### src/core/fprc_pkg.sv
package fprc_pkg;
  // Clock and bus geometry
  localparam int CLK_HZ = 25_000_000;
  localparam int ADDR_W = 10;
  // Register indices; byte address is four times the index
  localparam logic [7:0] IDX_MANUAL_DUTY0 = 8'h30;
  localparam logic [7:0] IDX_LOCK = 8'h40;
  localparam logic [7:0] IDX_OUT_CFG0 = 8'h5c;
  localparam logic [7:0] IDX_ACOUSTIC = 8'h62;
  localparam logic [7:0] IDX_MIN_DUTY0 = 8'h64;
  localparam logic [7:0] IDX_RAMP_STATUS = 8'h68;
  // Reset values
  localparam logic [7:0] ACOUSTIC_RST = 8'h00;
  localparam logic [7:0] OUT_CFG_RST = 8'h62;
  localparam logic [7:0] MIN_DUTY_RST = 8'h80;
  localparam logic [7:0] MANUAL_DUTY_RST = 8'h00;
  // Field positions of the acoustic register
  localparam int RATE_LSB = 0;
  localparam int RATE_MSB = 2;
  localparam int RAMP_EN_BIT = 3;
  localparam int RSVD_BIT = 4;
  localparam int FLOOR_LSB = 5;
  localparam logic [7:0] ACOUSTIC_WMASK = 8'hef;
  // Field positions of each output configuration register and of the lock register
  localparam int SPIN_LSB = 0;
  localparam int SPIN_MSB = 2;
  localparam int MODE_LSB = 5;
  localparam int MODE_MSB = 7;
  localparam int LOCK_BIT = 0;
  // Behaviour modes of one output
  typedef enum logic [2:0] {
    MODE_REMOTE1 = 3'h0, MODE_LOCAL = 3'h1, MODE_REMOTE2 = 3'h2, MODE_FULL = 3'h3,
    MODE_OFF = 3'h4, MODE_MAX_LR2 = 3'h5, MODE_MAX_ALL = 3'h6, MODE_MANUAL = 3'h7
  } fprc_mode_type;
  // Duty levels
  localparam logic [7:0] DUTY_ZERO = 8'h00;
  localparam logic [7:0] DUTY_FULL = 8'hff;
  localparam logic [7:0] RAMP_LOW_DUTY = 8'h54;
  // Slowest ramp: one step per slot, 33 to 100 percent in this time
  localparam int RAMP_FULL_TIME_MS = 35000;
  localparam int CYCLES_PER_MS = CLK_HZ / 1000;
  localparam int RAMP_SLOT_CYCLES = CYCLES_PER_MS * RAMP_FULL_TIME_MS / (255 - 84);
  // Startup timeouts in ms
  localparam int SPIN_MS_1 = 100;
  localparam int SPIN_MS_2 = 250;
  localparam int SPIN_MS_3 = 400;
  localparam int SPIN_MS_5 = 1000;
  localparam int SPIN_MS_6 = 2000;
  localparam int SPIN_MS_7 = 4000;
  // PWM carrier, centi-hertz, 255 ticks per period
  localparam int PWM_FREQ_CHZ = 3530;
  localparam int PWM_DIV_CYCLES = CLK_HZ / (PWM_FREQ_CHZ * 255 / 100);
  localparam logic [7:0] PWM_LAST = 8'hfe;
  // Bus handshake states
  typedef enum logic [1:0] {BUS_IDLE = 2'b01, BUS_ACK = 2'b10} fprc_bus_type;
endpackage : fprc_pkg

### src/core/fprc_top.sv
// Operation
// - After power-on the acoustic register reads 0x00, ramp off, floors zero.
// - Rate bits 2:0 pick step 1,2,3,5,8,12,24 or 48 per slot.
// - With ramping active the first output walks toward its new duty.
// - Slowest rate moves 33 to 100 percent in about 35 s, fastest 0.8 s.
// - Bit 3 enables ramping of the first output; zero means no limiting.
// - Bit 4 is reserved, reads zero, writes ignored.
// - Bit 5 picks off or minimum duty for first output below threshold.
// - Bit 6 picks off or minimum duty for second output below threshold.
// - Bit 7 picks off or minimum duty for third output below threshold.
// - Once the lock bit is set, the register ignores writes.
// - Behaviour bits 7:5 of each output config choose auto, full, off, manual.
// - Startup timeout bits 2:0 hold the output high; 000 means none.
`timescale 1ns/1ns
module fprc_top #(
  parameter int SLOT_CYCLES = fprc_pkg::RAMP_SLOT_CYCLES,
  parameter int MS_CYCLES = fprc_pkg::CYCLES_PER_MS,
  parameter int PWM_DIV = fprc_pkg::PWM_DIV_CYCLES
) (
  input wire logic i_clk,
  input wire logic i_resetn,
  input wire logic [fprc_pkg::ADDR_W-1:0] i_avs_address,
  input wire logic i_avs_read,
  input wire logic i_avs_write,
  input wire logic [31:0] i_avs_writedata,
  input wire logic [3:0] i_avs_byteenable,
  output logic [31:0] o_avs_readdata,
  output logic o_avs_waitrequest,
  input wire logic [7:0] i_auto_duty0,
  input wire logic [7:0] i_auto_duty1,
  input wire logic [7:0] i_auto_duty2,
  input wire logic [2:0] i_below_floor,
  input wire logic [2:0] i_tach_seen,
  output logic [2:0] o_pwm
);
  import fprc_pkg::*;

  // Step size per rate code
  function automatic logic [7:0] rate_step(input logic [2:0] code);
    logic [7:0] s;
    s = 8'h01;
    unique case (code)
      3'h0: s = 8'h01;
      3'h1: s = 8'h02;
      3'h2: s = 8'h03;
      3'h3: s = 8'h05;
      3'h4: s = 8'h08;
      3'h5: s = 8'h0c;
      3'h6: s = 8'h18;
      3'h7: s = 8'h30;
    endcase
    return s;
  endfunction : rate_step

  // Startup timeout in ms; the illegal code 100 is treated as none
  function automatic logic [31:0] spin_ms(input logic [2:0] code);
    logic [31:0] m;
    m = 32'h0;
    unique case (code)
      3'h1: m = 32'(SPIN_MS_1);
      3'h2: m = 32'(SPIN_MS_2);
      3'h3: m = 32'(SPIN_MS_3);
      3'h5: m = 32'(SPIN_MS_5);
      3'h6: m = 32'(SPIN_MS_6);
      3'h7: m = 32'(SPIN_MS_7);
      default: m = 32'h0;
    endcase
    return m;
  endfunction : spin_ms

  // Reset release through two flops
  logic rst_meta, rst_n;
  always_ff @(posedge i_clk or negedge i_resetn) begin
    if (!i_resetn) begin
      rst_meta <= 1'b0;
      rst_n <= 1'b0;
    end else begin
      rst_meta <= 1'b1;
      rst_n <= rst_meta;
    end
  end

  logic [7:0] acoustic, next_acoustic, ramp_duty, next_ramp_duty;
  logic [7:0] out_cfg [3], next_out_cfg [3];
  logic [7:0] min_duty [3], next_min_duty [3];
  logic [7:0] manual_duty [3], next_manual_duty [3];
  logic locked, next_locked;
  fprc_bus_type bus_state, next_bus_state;
  logic [31:0] next_readdata;
  logic [7:0] auto_duty [3], target [3], eff_duty [3];
  logic [7:0] idx;
  logic hit, bus_write;
  assign auto_duty[0] = i_auto_duty0;
  assign auto_duty[1] = i_auto_duty1;
  assign auto_duty[2] = i_auto_duty2;
  assign idx = i_avs_address[9:2];
  assign hit = (i_avs_address[1:0] == 2'b00);
  // A write commits only on the edge where the master sees waitrequest low
  assign bus_write = i_avs_write && !o_avs_waitrequest && hit && i_avs_byteenable[0];

  // Bus handshake and register writes; one wait cycle then a one-cycle answer
  always_comb begin
    next_bus_state = BUS_IDLE;
    next_readdata = o_avs_readdata;
    next_acoustic = acoustic;
    next_locked = locked;
    next_out_cfg = out_cfg;
    next_min_duty = min_duty;
    next_manual_duty = manual_duty;
    if (bus_state == BUS_IDLE && (i_avs_read || i_avs_write)) begin
      next_bus_state = BUS_ACK;
      next_readdata = 32'h0;
      if (i_avs_read && hit) begin
        for (int k = 0; k < 3; k++) begin
          if (idx == IDX_OUT_CFG0 + 8'(k)) next_readdata = {24'h0, out_cfg[k]};
          if (idx == IDX_MIN_DUTY0 + 8'(k)) next_readdata = {24'h0, min_duty[k]};
          if (idx == IDX_MANUAL_DUTY0 + 8'(k)) next_readdata = {24'h0, manual_duty[k]};
        end
        if (idx == IDX_ACOUSTIC) next_readdata = {24'h0, acoustic};
        if (idx == IDX_LOCK) next_readdata = {31'h0, locked};
        if (idx == IDX_RAMP_STATUS) next_readdata = {24'h0, ramp_duty};
      end
    end
    if (bus_write) begin
      if (!locked && idx == IDX_ACOUSTIC) begin
        next_acoustic = i_avs_writedata[7:0] & ACOUSTIC_WMASK;
      end
      // Lock is set-only; only a reset clears it
      if (idx == IDX_LOCK && i_avs_writedata[LOCK_BIT]) next_locked = 1'b1;
      for (int k = 0; k < 3; k++) begin
        if (!locked && idx == IDX_OUT_CFG0 + 8'(k)) next_out_cfg[k] = i_avs_writedata[7:0];
        if (!locked && idx == IDX_MIN_DUTY0 + 8'(k)) next_min_duty[k] = i_avs_writedata[7:0];
        if (idx == IDX_MANUAL_DUTY0 + 8'(k)) next_manual_duty[k] = i_avs_writedata[7:0];
      end
    end
  end

  always_ff @(posedge i_clk or negedge rst_n) begin
    if (!rst_n) begin
      bus_state <= BUS_IDLE;
      o_avs_waitrequest <= 1'b1;
      o_avs_readdata <= 32'h0;
      acoustic <= ACOUSTIC_RST;
      locked <= 1'b0;
      out_cfg <= '{default: OUT_CFG_RST};
      min_duty <= '{default: MIN_DUTY_RST};
      manual_duty <= '{default: MANUAL_DUTY_RST};
    end else begin
      bus_state <= next_bus_state;
      o_avs_waitrequest <= (next_bus_state != BUS_ACK);
      o_avs_readdata <= next_readdata;
      acoustic <= next_acoustic;
      locked <= next_locked;
      out_cfg <= next_out_cfg;
      min_duty <= next_min_duty;
      manual_duty <= next_manual_duty;
    end
  end

  // Target duty per output from behaviour mode and floor selects
  always_comb begin
    for (int k = 0; k < 3; k++) begin
      unique case (fprc_mode_type'(out_cfg[k][MODE_MSB:MODE_LSB]))
        MODE_FULL: target[k] = DUTY_FULL;
        MODE_OFF: target[k] = DUTY_ZERO;
        MODE_MANUAL: target[k] = manual_duty[k];
        MODE_REMOTE1, MODE_LOCAL, MODE_REMOTE2, MODE_MAX_LR2, MODE_MAX_ALL: begin
          if (i_below_floor[k]) target[k] = acoustic[FLOOR_LSB + k] ? min_duty[k] : DUTY_ZERO;
          else target[k] = auto_duty[k];
        end
      endcase
    end
  end

  // Slot divider, one enable pulse per ramp slot
  logic [31:0] slot_cnt, next_slot_cnt;
  logic slot_tick;
  assign slot_tick = (slot_cnt == 32'(SLOT_CYCLES - 1));
  logic ramp_en;
  logic [7:0] step;
  logic [8:0] sum;
  assign ramp_en = acoustic[RAMP_EN_BIT];
  assign step = rate_step(acoustic[RATE_MSB:RATE_LSB]);
  assign sum = {1'b0, ramp_duty} + {1'b0, step};

  // Ramp of the first output; slow rates exist to hide fan speed changes
  always_comb begin
    next_slot_cnt = slot_tick ? 32'h0 : slot_cnt + 32'h1;
    next_ramp_duty = ramp_duty;
    if (!ramp_en) begin
      next_ramp_duty = target[0];
    end else if (slot_tick) begin
      // one step per slot, clamped at target
      if (ramp_duty < target[0]) next_ramp_duty = (sum >= {1'b0, target[0]}) ? target[0] : sum[7:0];
      else if (ramp_duty > target[0])
        next_ramp_duty = (ramp_duty - target[0] <= step) ? target[0] : ramp_duty - step;
    end
  end

  always_ff @(posedge i_clk or negedge rst_n) begin
    if (!rst_n) begin
      slot_cnt <= 32'h0;
      ramp_duty <= DUTY_ZERO;
    end else begin
      slot_cnt <= next_slot_cnt;
      ramp_duty <= next_ramp_duty;
    end
  end

  assign eff_duty[0] = ramp_duty;
  assign eff_duty[1] = target[1];
  assign eff_duty[2] = target[2];

  // Startup: full drive from zero until timeout or two tach edges
  logic [31:0] spin_cnt [3], next_spin_cnt [3];
  logic [2:0] spinning, next_spinning, was_zero, next_was_zero, spin_start;
  always_comb begin
    for (int k = 0; k < 3; k++) begin
      next_was_zero[k] = (eff_duty[k] == DUTY_ZERO);
      spin_start[k] = was_zero[k] && (eff_duty[k] != DUTY_ZERO);
      next_spinning[k] = spinning[k];
      next_spin_cnt[k] = spin_cnt[k];
      if (spin_start[k] && spin_ms(out_cfg[k][SPIN_MSB:SPIN_LSB]) != 32'h0) begin
        next_spinning[k] = 1'b1;
        next_spin_cnt[k] = 32'(spin_ms(out_cfg[k][SPIN_MSB:SPIN_LSB]) * 32'(MS_CYCLES));
      end else if (spinning[k]) begin
        next_spin_cnt[k] = spin_cnt[k] - 32'h1;
        if (spin_cnt[k] <= 32'h1 || i_tach_seen[k] || eff_duty[k] == DUTY_ZERO) next_spinning[k] = 1'b0;
      end
    end
  end

  always_ff @(posedge i_clk or negedge rst_n) begin
    if (!rst_n) begin
      spinning <= 3'h0;
      was_zero <= 3'h7;
      spin_cnt <= '{default: 32'h0};
    end else begin
      spinning <= next_spinning;
      was_zero <= next_was_zero;
      spin_cnt <= next_spin_cnt;
    end
  end

  // PWM carrier: 255 ticks so duty 0xff is a steady high
  logic [15:0] div_cnt, next_div_cnt;
  logic [7:0] pwm_cnt, next_pwm_cnt;
  logic [2:0] next_pwm;
  always_comb begin
    next_div_cnt = (div_cnt == 16'(PWM_DIV - 1)) ? 16'h0 : div_cnt + 16'h1;
    next_pwm_cnt = pwm_cnt;
    if (div_cnt == 16'(PWM_DIV - 1)) next_pwm_cnt = (pwm_cnt == PWM_LAST) ? 8'h00 : pwm_cnt + 8'h01;
    for (int k = 0; k < 3; k++) next_pwm[k] = spinning[k] || (eff_duty[k] > pwm_cnt);
  end

  always_ff @(posedge i_clk or negedge rst_n) begin
    if (!rst_n) begin
      div_cnt <= 16'h0;
      pwm_cnt <= 8'h00;
      o_pwm <= 3'h0;
    end else begin
      div_cnt <= next_div_cnt;
      pwm_cnt <= next_pwm_cnt;
      o_pwm <= next_pwm;
    end
  end
endmodule : fprc_top

### config.mk
export PLATFORM = sky130hd
export DESIGN_NAME = fprc_top
export DESIGN_NICKNAME = d
export VERILOG_FILES = /design/src/core/fprc_pkg.sv /design/src/core/fprc_top.sv
export SDC_FILE = /design/constraint.sdc
export NUM_CORES = 1
export LEC_CHECK = 0
export BUFFER_PORTS_ARGS = -buffer_cell sky130_fd_sc_hd__buf_2
export CORE_AREA = 2 2 275 331
export DETAILED_ROUTE_END_ITERATION = 7
export DIE_AREA = 0 0 277 333
export SLEW_MARGIN = 15
export SYNTH_ARGS = -nofsm -noshare
export SYNTH_HDL_FRONTEND = slang
export SYNTH_SLANG_ARGS = --single-unit
### constraint.sdc
create_clock -name i_clk -period 12.9 [get_ports i_clk]
set_input_delay 1.935 -clock i_clk [delete_from_list [all_inputs] [get_ports i_clk]]
set_output_delay 1.935 -clock i_clk [all_outputs]
set_load 0.02 [all_outputs]
Yosys cells after proc, flatten, opt, wreduce, memory -nomap -nowiden
Memories as Yosys holds them, arrays and structs flattened.
Index checks and enable logic that the tools add are counted.
{ "word_totals": {"n_memories": 1, "romBits": 48, "input_bits": 80, "out_inout_bits": 36, "register_bits": 286, "wordCells": 222} }
{ "memory_table": {"columns": ["name", "depth", "width", "read_ports", "rd_ports_with_merged_regs", "write_ports", "line_no", "text"], "rows": [
  ["(no name shown)", 8, 6, 1, 0, 0, "fprc_top.sv:42", "unique case (code)"]
]} }
{ "op_classes": {"multipliers": 3, "reduce_logical": 62, "n_eq_ne": 58, "add_sub_neg": 9, "muxes": 53, "order_cmp": 10} }
{ "ops": {"columns": ["cell", "n"], "rows": [
  ["32-bit two-way mux", 22],
  ["12-bit one-hot mux with 6 select lines", 3],
  ["8-bit two-way mux", 14],
  ["32-bit by 1-bit less-or-equal comparator with 1-bit output, second input constant", 3],
  ["32-bit by 12-bit multiplier with 29-bit output, second input constant", 3],
  ["8-bit one-hot mux with 4 select lines", 3],
  ["32-bit nonzero test", 3],
  ["32-bit by 1-bit subtractor with 32-bit output, second input constant", 3],
  ["8-bit by 7-bit == test with 1-bit output, second input constant", 9],
  ["3-bit == test, second input constant", 21],
  ["3-bit by 2-bit == test with 1-bit output, second input constant", 12],
  ["32-bit by 1-bit adder with 32-bit output, second input constant", 1],
  ["32-bit by 23-bit == test with 1-bit output, second input constant", 1],
  ["8-bit > comparator", 4],
  ["8-bit by 6-bit == test with 1-bit output, second input constant", 3],
  ["8-bit logical NOT", 3],
  ["2-bit AND reduction", 12],
  ["8-bit nonzero test", 3],
  ["1-bit logical AND", 19],
  ["3-bit by 1-bit == test with 1-bit output, second input constant", 6],
  ["16-bit by 1-bit adder with 16-bit output, second input constant", 1],
  ["16-bit by 12-bit == test with 1-bit output, second input constant", 1],
  ["16-bit two-way mux", 1],
  ["8-bit subtractor", 2],
  ["18 further kinds", 42]
]} }

Logic depth before layout (Yosys ltp)
{ "logic_depth": {"depth_word": 14, "depth_mapped": 26, "depth_no_buf": 24} }

Least setup slack after synthesis
OpenSTA, ideal clock, no wires.
{ "synth_path": {"kind": "in2reg", "from": "input port i_below_floor[0]", "to": "register ramp_duty[4]", "setup_slack_ns": 7.076, "path_stages": 20, "n_path_buf": 2, "t_arrival_ns": 5.690, "setup_time_ns": 0.134, "required_time_ns": 12.766, "cell_sequence": "clkbuf_1 and2_1 clkbuf_1 a21oi_1 a21oi_1 inv_1 ha_1 nor2b_1 o31a_1 o21a_1 nor2_1 xnor2_1 ha_1 a2111oi_0 a21o_1 nand2_1 o21ai_1 a311oi_1 a2111oi_0 o21ai_0"} }
{ "synth_via": {"elab_chain_cells": 9, "elab_cells_between_ends": 15, "classes_between": "add/sub (1); order compare (4); eq/ne (1); mux (8); reduce/logical (1)"} }
{ "synth_lines": {"columns": ["element", "line_no", "text"], "rows": [
  ["start: declaration", "fprc_top.sv:32", "input wire logic [2:0] i_below_floor,"],
  ["8-bit two-way mux (*)", "fprc_top.sv:168", "if (i_below_floor[k]) target[k] = acoustic[FLOOR_LSB + k] ? min_duty[k] : DUTY_ZERO;"],
  ["8-bit one-hot mux with 4 select lines (*)", "fprc_top.sv:163", "unique case (fprc_mode_type'(out_cfg[k][MODE_MSB:MODE_LSB]))"],
  ["8-bit subtractor", "fprc_top.sv:196", "next_ramp_duty = (ramp_duty - target[0] <= step) ? target[0] : ramp_duty - step;"],
  ["8-bit less-or-equal comparator", "fprc_top.sv:196", null],
  ["8-bit two-way mux", "fprc_top.sv:196", null],
  ["8-bit two-way mux", "fprc_top.sv:195", "else if (ramp_duty > target[0])"],
  ["8-bit two-way mux", "fprc_top.sv:194", "if (ramp_duty < target[0]) next_ramp_duty = (sum >= {1'b0, target[0]}) ? target[0] : sum[7:0];"],
  ["8-bit two-way mux", "fprc_top.sv:192", "end else if (slot_tick) begin"],
  ["8-bit two-way mux", "fprc_top.sv:190", "if (!ramp_en) begin"],
  ["end signal: assignment", "fprc_top.sv:206", "ramp_duty <= next_ramp_duty;"],
  ["end: declaration", "fprc_top.sv:83", "logic [7:0] acoustic, next_acoustic, ramp_duty, next_ramp_duty;"]
]} }
Every way passes the cells marked *; elsewhere a longest branch is shown, timed or not. The select of a mux whose other input is x is not followed.
A chain may end at the register's enable or synchronous reset.

Worst setup path in the final report
{ "layout_path": {"from": "register out_cfg[2] (netlist bit)", "to": "register spin_cnt[27] (netlist bit)"} }
{ "layout_via": {"elab_chain_cells": 5, "elab_cells_between_ends": 13, "classes_between": "mul (1); eq/ne (6); mux (3); reduce/logical (3)"} }
{ "layout_lines": {"columns": ["element", "line_no", "text"], "rows": [
  ["start: declaration", "fprc_top.sv:84", "logic [7:0] out_cfg [3], next_out_cfg [3];"],
  ["start signal: assignment", "fprc_top.sv:154", "out_cfg <= next_out_cfg;"],
  ["3-bit == test (tied with other cells)", "fprc_top.sv:59", "unique case (code)"],
  ["12-bit one-hot mux with 6 select lines (*)", "fprc_top.sv:59", null],
  ["32-bit two-way mux or 32-bit nonzero test (tied branches)", "fprc_top.sv:223", "if (spin_start[k] && spin_ms(out_cfg[k][SPIN_MSB:SPIN_LSB]) != 32'h0) begin"],
  ["32-bit by 12-bit multiplier with 29-bit output or 1-bit logical AND (tied branches)", "fprc_top.sv:225, fprc_top.sv:223", null],
  ["32-bit two-way mux or 2-bit nonzero test (tied branches)", null, null],
  ["end signal: assignment", "fprc_top.sv:241", "spin_cnt <= next_spin_cnt;"],
  ["end: declaration", "fprc_top.sv:215", "logic [31:0] spin_cnt [3], next_spin_cnt [3];"]
]} }
Marked as above.

==> flow_summary.toml <==
[yosys]
synth_top_family_by_area = "adder cells"
synth_mux_area_share_pct = 4.16
synth_cells = 2506
synth.area.top_cells = "dfrtp_1 (28%), ha_1 (15%), xnor2_1 (4.4%), fa_1 (4.4%), mux2_2 (4.0%)"
synth.most_common_cell = "ha_1"
syn_area_per_cell_sq_um = 8.81
synth_common_cells = "ha_1 (266), dfrtp_1 (245), inv_1 (218), nand2_1 (213), nor2_1 (209)"
synth_top_area_share_pct = 27.8
ys.flop_type = "dfrtp_1"
synth_simple_gate_area_share_pct = 18.7
synth_top_area_cell = "dfrtp_1"
synthXorXnorAreaFrac_pct = 7.30
ys_warn_count = 0
ys_async_sr_fraction_pct = 100
synth_cell_types = 77
ys_seq_area_share_pct = 29.7
synth-compound-area-share_pct = 14.7
synth-edff-count = 0
synth_fa_ha_area_share_pct = 19.4
syn-cell-area_sq_um = 22100
synth_seq_cells = 261

[die]
dieArea_sq_um = 92200
die_w_microns = 277
die_h_microns = 333
core-area_sq_um = 88900
std_cell_rows = 120
initial_utilization_pct = 24.8
io_pins = 116

[timing]
setup-violations-final = 0
rsz0062_at_grt = "false"
relSlewSlack_pct = 25.9
fin_setup_tns_ns = 0
fin_crit_ns = 6.53
drv_slew = 0
fin_skew_ns = 0.0140
tightestPinTransition_ns = 1.10
post-route-period-util_pct = 50.6
fmax_ghz = 0.153
hold_violations = 0

[finish]
stdcell_area_sq_um = 24600
nFillCells = 9541
drive_gt1_share_pct = 9.47
fin_nets = 2935
stdcell_count = 3729
syn2layout_area_growth_pct = 11.2

[placed_design]
io_buffers = 64
hpwl_microns = 47400
place.gp.congestion = 0.903
postPlaceCellArea_sq_um = 23600
place_inst = 3667

[worst_setup_path]
crit_type = "flop to flop"
cp.required_ns = 13.36
cp-start-kind = "flop"
crit_family = "adder cells"
crit_chain = "nand2b_1 > inv_1 > nand2_1 > inv_1 > nor2_1 > inv_1 > ha_1 > ha_1 > inv_1 > fa_1 > inv_1 > ha_1 > inv_1 > fa_1 > inv_1 > ha_1 > a211oi_1 > o211ai_1 > a2111oi_0 > o31ai_1 > o41ai_1 > xnor2_1 > nand2_1 > o21ai_0"
crit_buf_inv = 7
cp-end-kind = "flop"
path_max_fanout = 12
slowest_stage = "dfrtp_1"
max_stage_delay_ns = 0.66
cpMostUsedCell = "inv_1"
crit_arrival_ns = 6.99

[drt]
drt_iter0_drc = 1147
drc = 0
vias_per_cell = 4.88
routedWlPerCell_microns = 16.3
routed_wl_microns = 60600
ant_nets = 0
first_pass_iters = 5
num_vias = 18200

[clocking]
cts.root.buffer_cell = "clkbuf_16"
cts_resized = 0
cts_hold_buf = 0
clock_path_buffers = 3
cts_tree = "done"
cts_max_level = 1
cts_num_sinks = 261
cts_made_buffers = 31
post_cts_buffers = 0
clkLatencyLatePin_ns = 0.59
clkSlewWorstSetupHoldPaths_ns = 0.06

[global_route]
grt_pass1_wl_microns = 98800
antenna_found_initial = 12
grt_pass1_vias = 18000
grt_max_degree = 75
grt_use_total_pct = 13.2
grt-ovfl-total = 0

[power]
power_leakage_nw = 11.5
peakVddDrop_mv = 0.105
p_per_area_nw_per_um2 = 87.6

[run_status]
status = "finished clean"

[hold_path]
hp-class = "flop to flop"

[flow_run]
cap_violations = 0
-- final cells by class --
cell class	count	area (sq um)	area share, %
Antenna cell	4	10.0	0.0407
Timing Repair Buffer	72	380	1.55
Inverter	220	826	3.36
Sequential cell	261	6560	26.7
Clock inverter	9	91.3	0.372
Tap cell	1159	1450	5.90
Multi-Input combinational cell	1955	14400	58.4
Clock buffer	49	903	3.68
-- cells in the final DEF (no fill, tap or decap), drive strengths merged, types with 24 or more instances in the layout --
cell,n
fa,48
buf,72
clkbuf,49
nor2b,41
inv,221
or3,25
a21oi,116
conb,37
mux2,78
xor2,72
o21ai,154
dfrtp,245
and3,24
nand2b,50
nor3,60
and2,28
nand3,59
nand2,213
xnor2,112
a21o,32
ha,266
nor2,209
nor4,34
-- state kept, by name (all words and copies together) (netlist names), 7 cells and up --
signal	flops
spin_cnt	96
slot_cnt	32
manual_duty	24
min_duty	24
out_cfg	24
div_cnt	16
o_avs_readdata	8
pwm_cnt	8
ramp_duty	8
acoustic	7
-- per-layer routing --
metal	part of all wire [%]	global-route usage, %	up-vias
met5	0.068	0	-
met4	3.3	4.71	6
met3	6.0	2.30	104
met2	47	22.1	455
met1	44	16.9	8839
li1	-	-	8809
-- where the power goes --
| group | switching [mW] | leakage [nW] | internal, mW |
|---|---|---|---|
| combinational | 0.195 | 7.62 | 0.132 |
| sequential | 0.0684 | 3.37 | 0.885 |
| clock | 0.373 | 0.472 | 0.500 |
-- worst paths after layout --
kind	from	endpoint	slack (ns)	depth (start not counted)
min	rst_meta	rst_n	0.36	0
min in group asynchronous	rst_n	spin_cnt[6]	0.37	0
max	out_cfg[2]	spin_cnt[27]	6.37	24
max reg2reg	out_cfg[2]	spin_cnt[27]	6.37	24
min reg2reg	rst_meta	rst_n	0.36	0
max in group asynchronous	rst_n	slot_cnt[20]	10.26	2
-- logic make-up (layout without fill, tap and decap cells) --
family / after synthesis / in the layout
simple gates: 829 / 829
compound gates: 509 / 509
buf+inv: 325 / 350
fa+ha+maj: 314 / 314
flops: 261 / 261
xor+xnor: 184 / 184
mux: 82 / 82
other cells: 2 / 41
-- through the flow --
step	setup WS [ns]	util, %	total power, mW	hold slack [ns]
global placement	6.25	26.5	1.29	0.344
detailed placement	6.20	26.5	1.29	0.336
CTS	6.35	27.6	2.18	0.363
finish	6.37	27.6	2.15	0.360
global route	5.83	27.6	2.26	0.364
floorplan	5.12	-	1.21	0.331
Note: power is estimated with default switching activity, not from simulation.
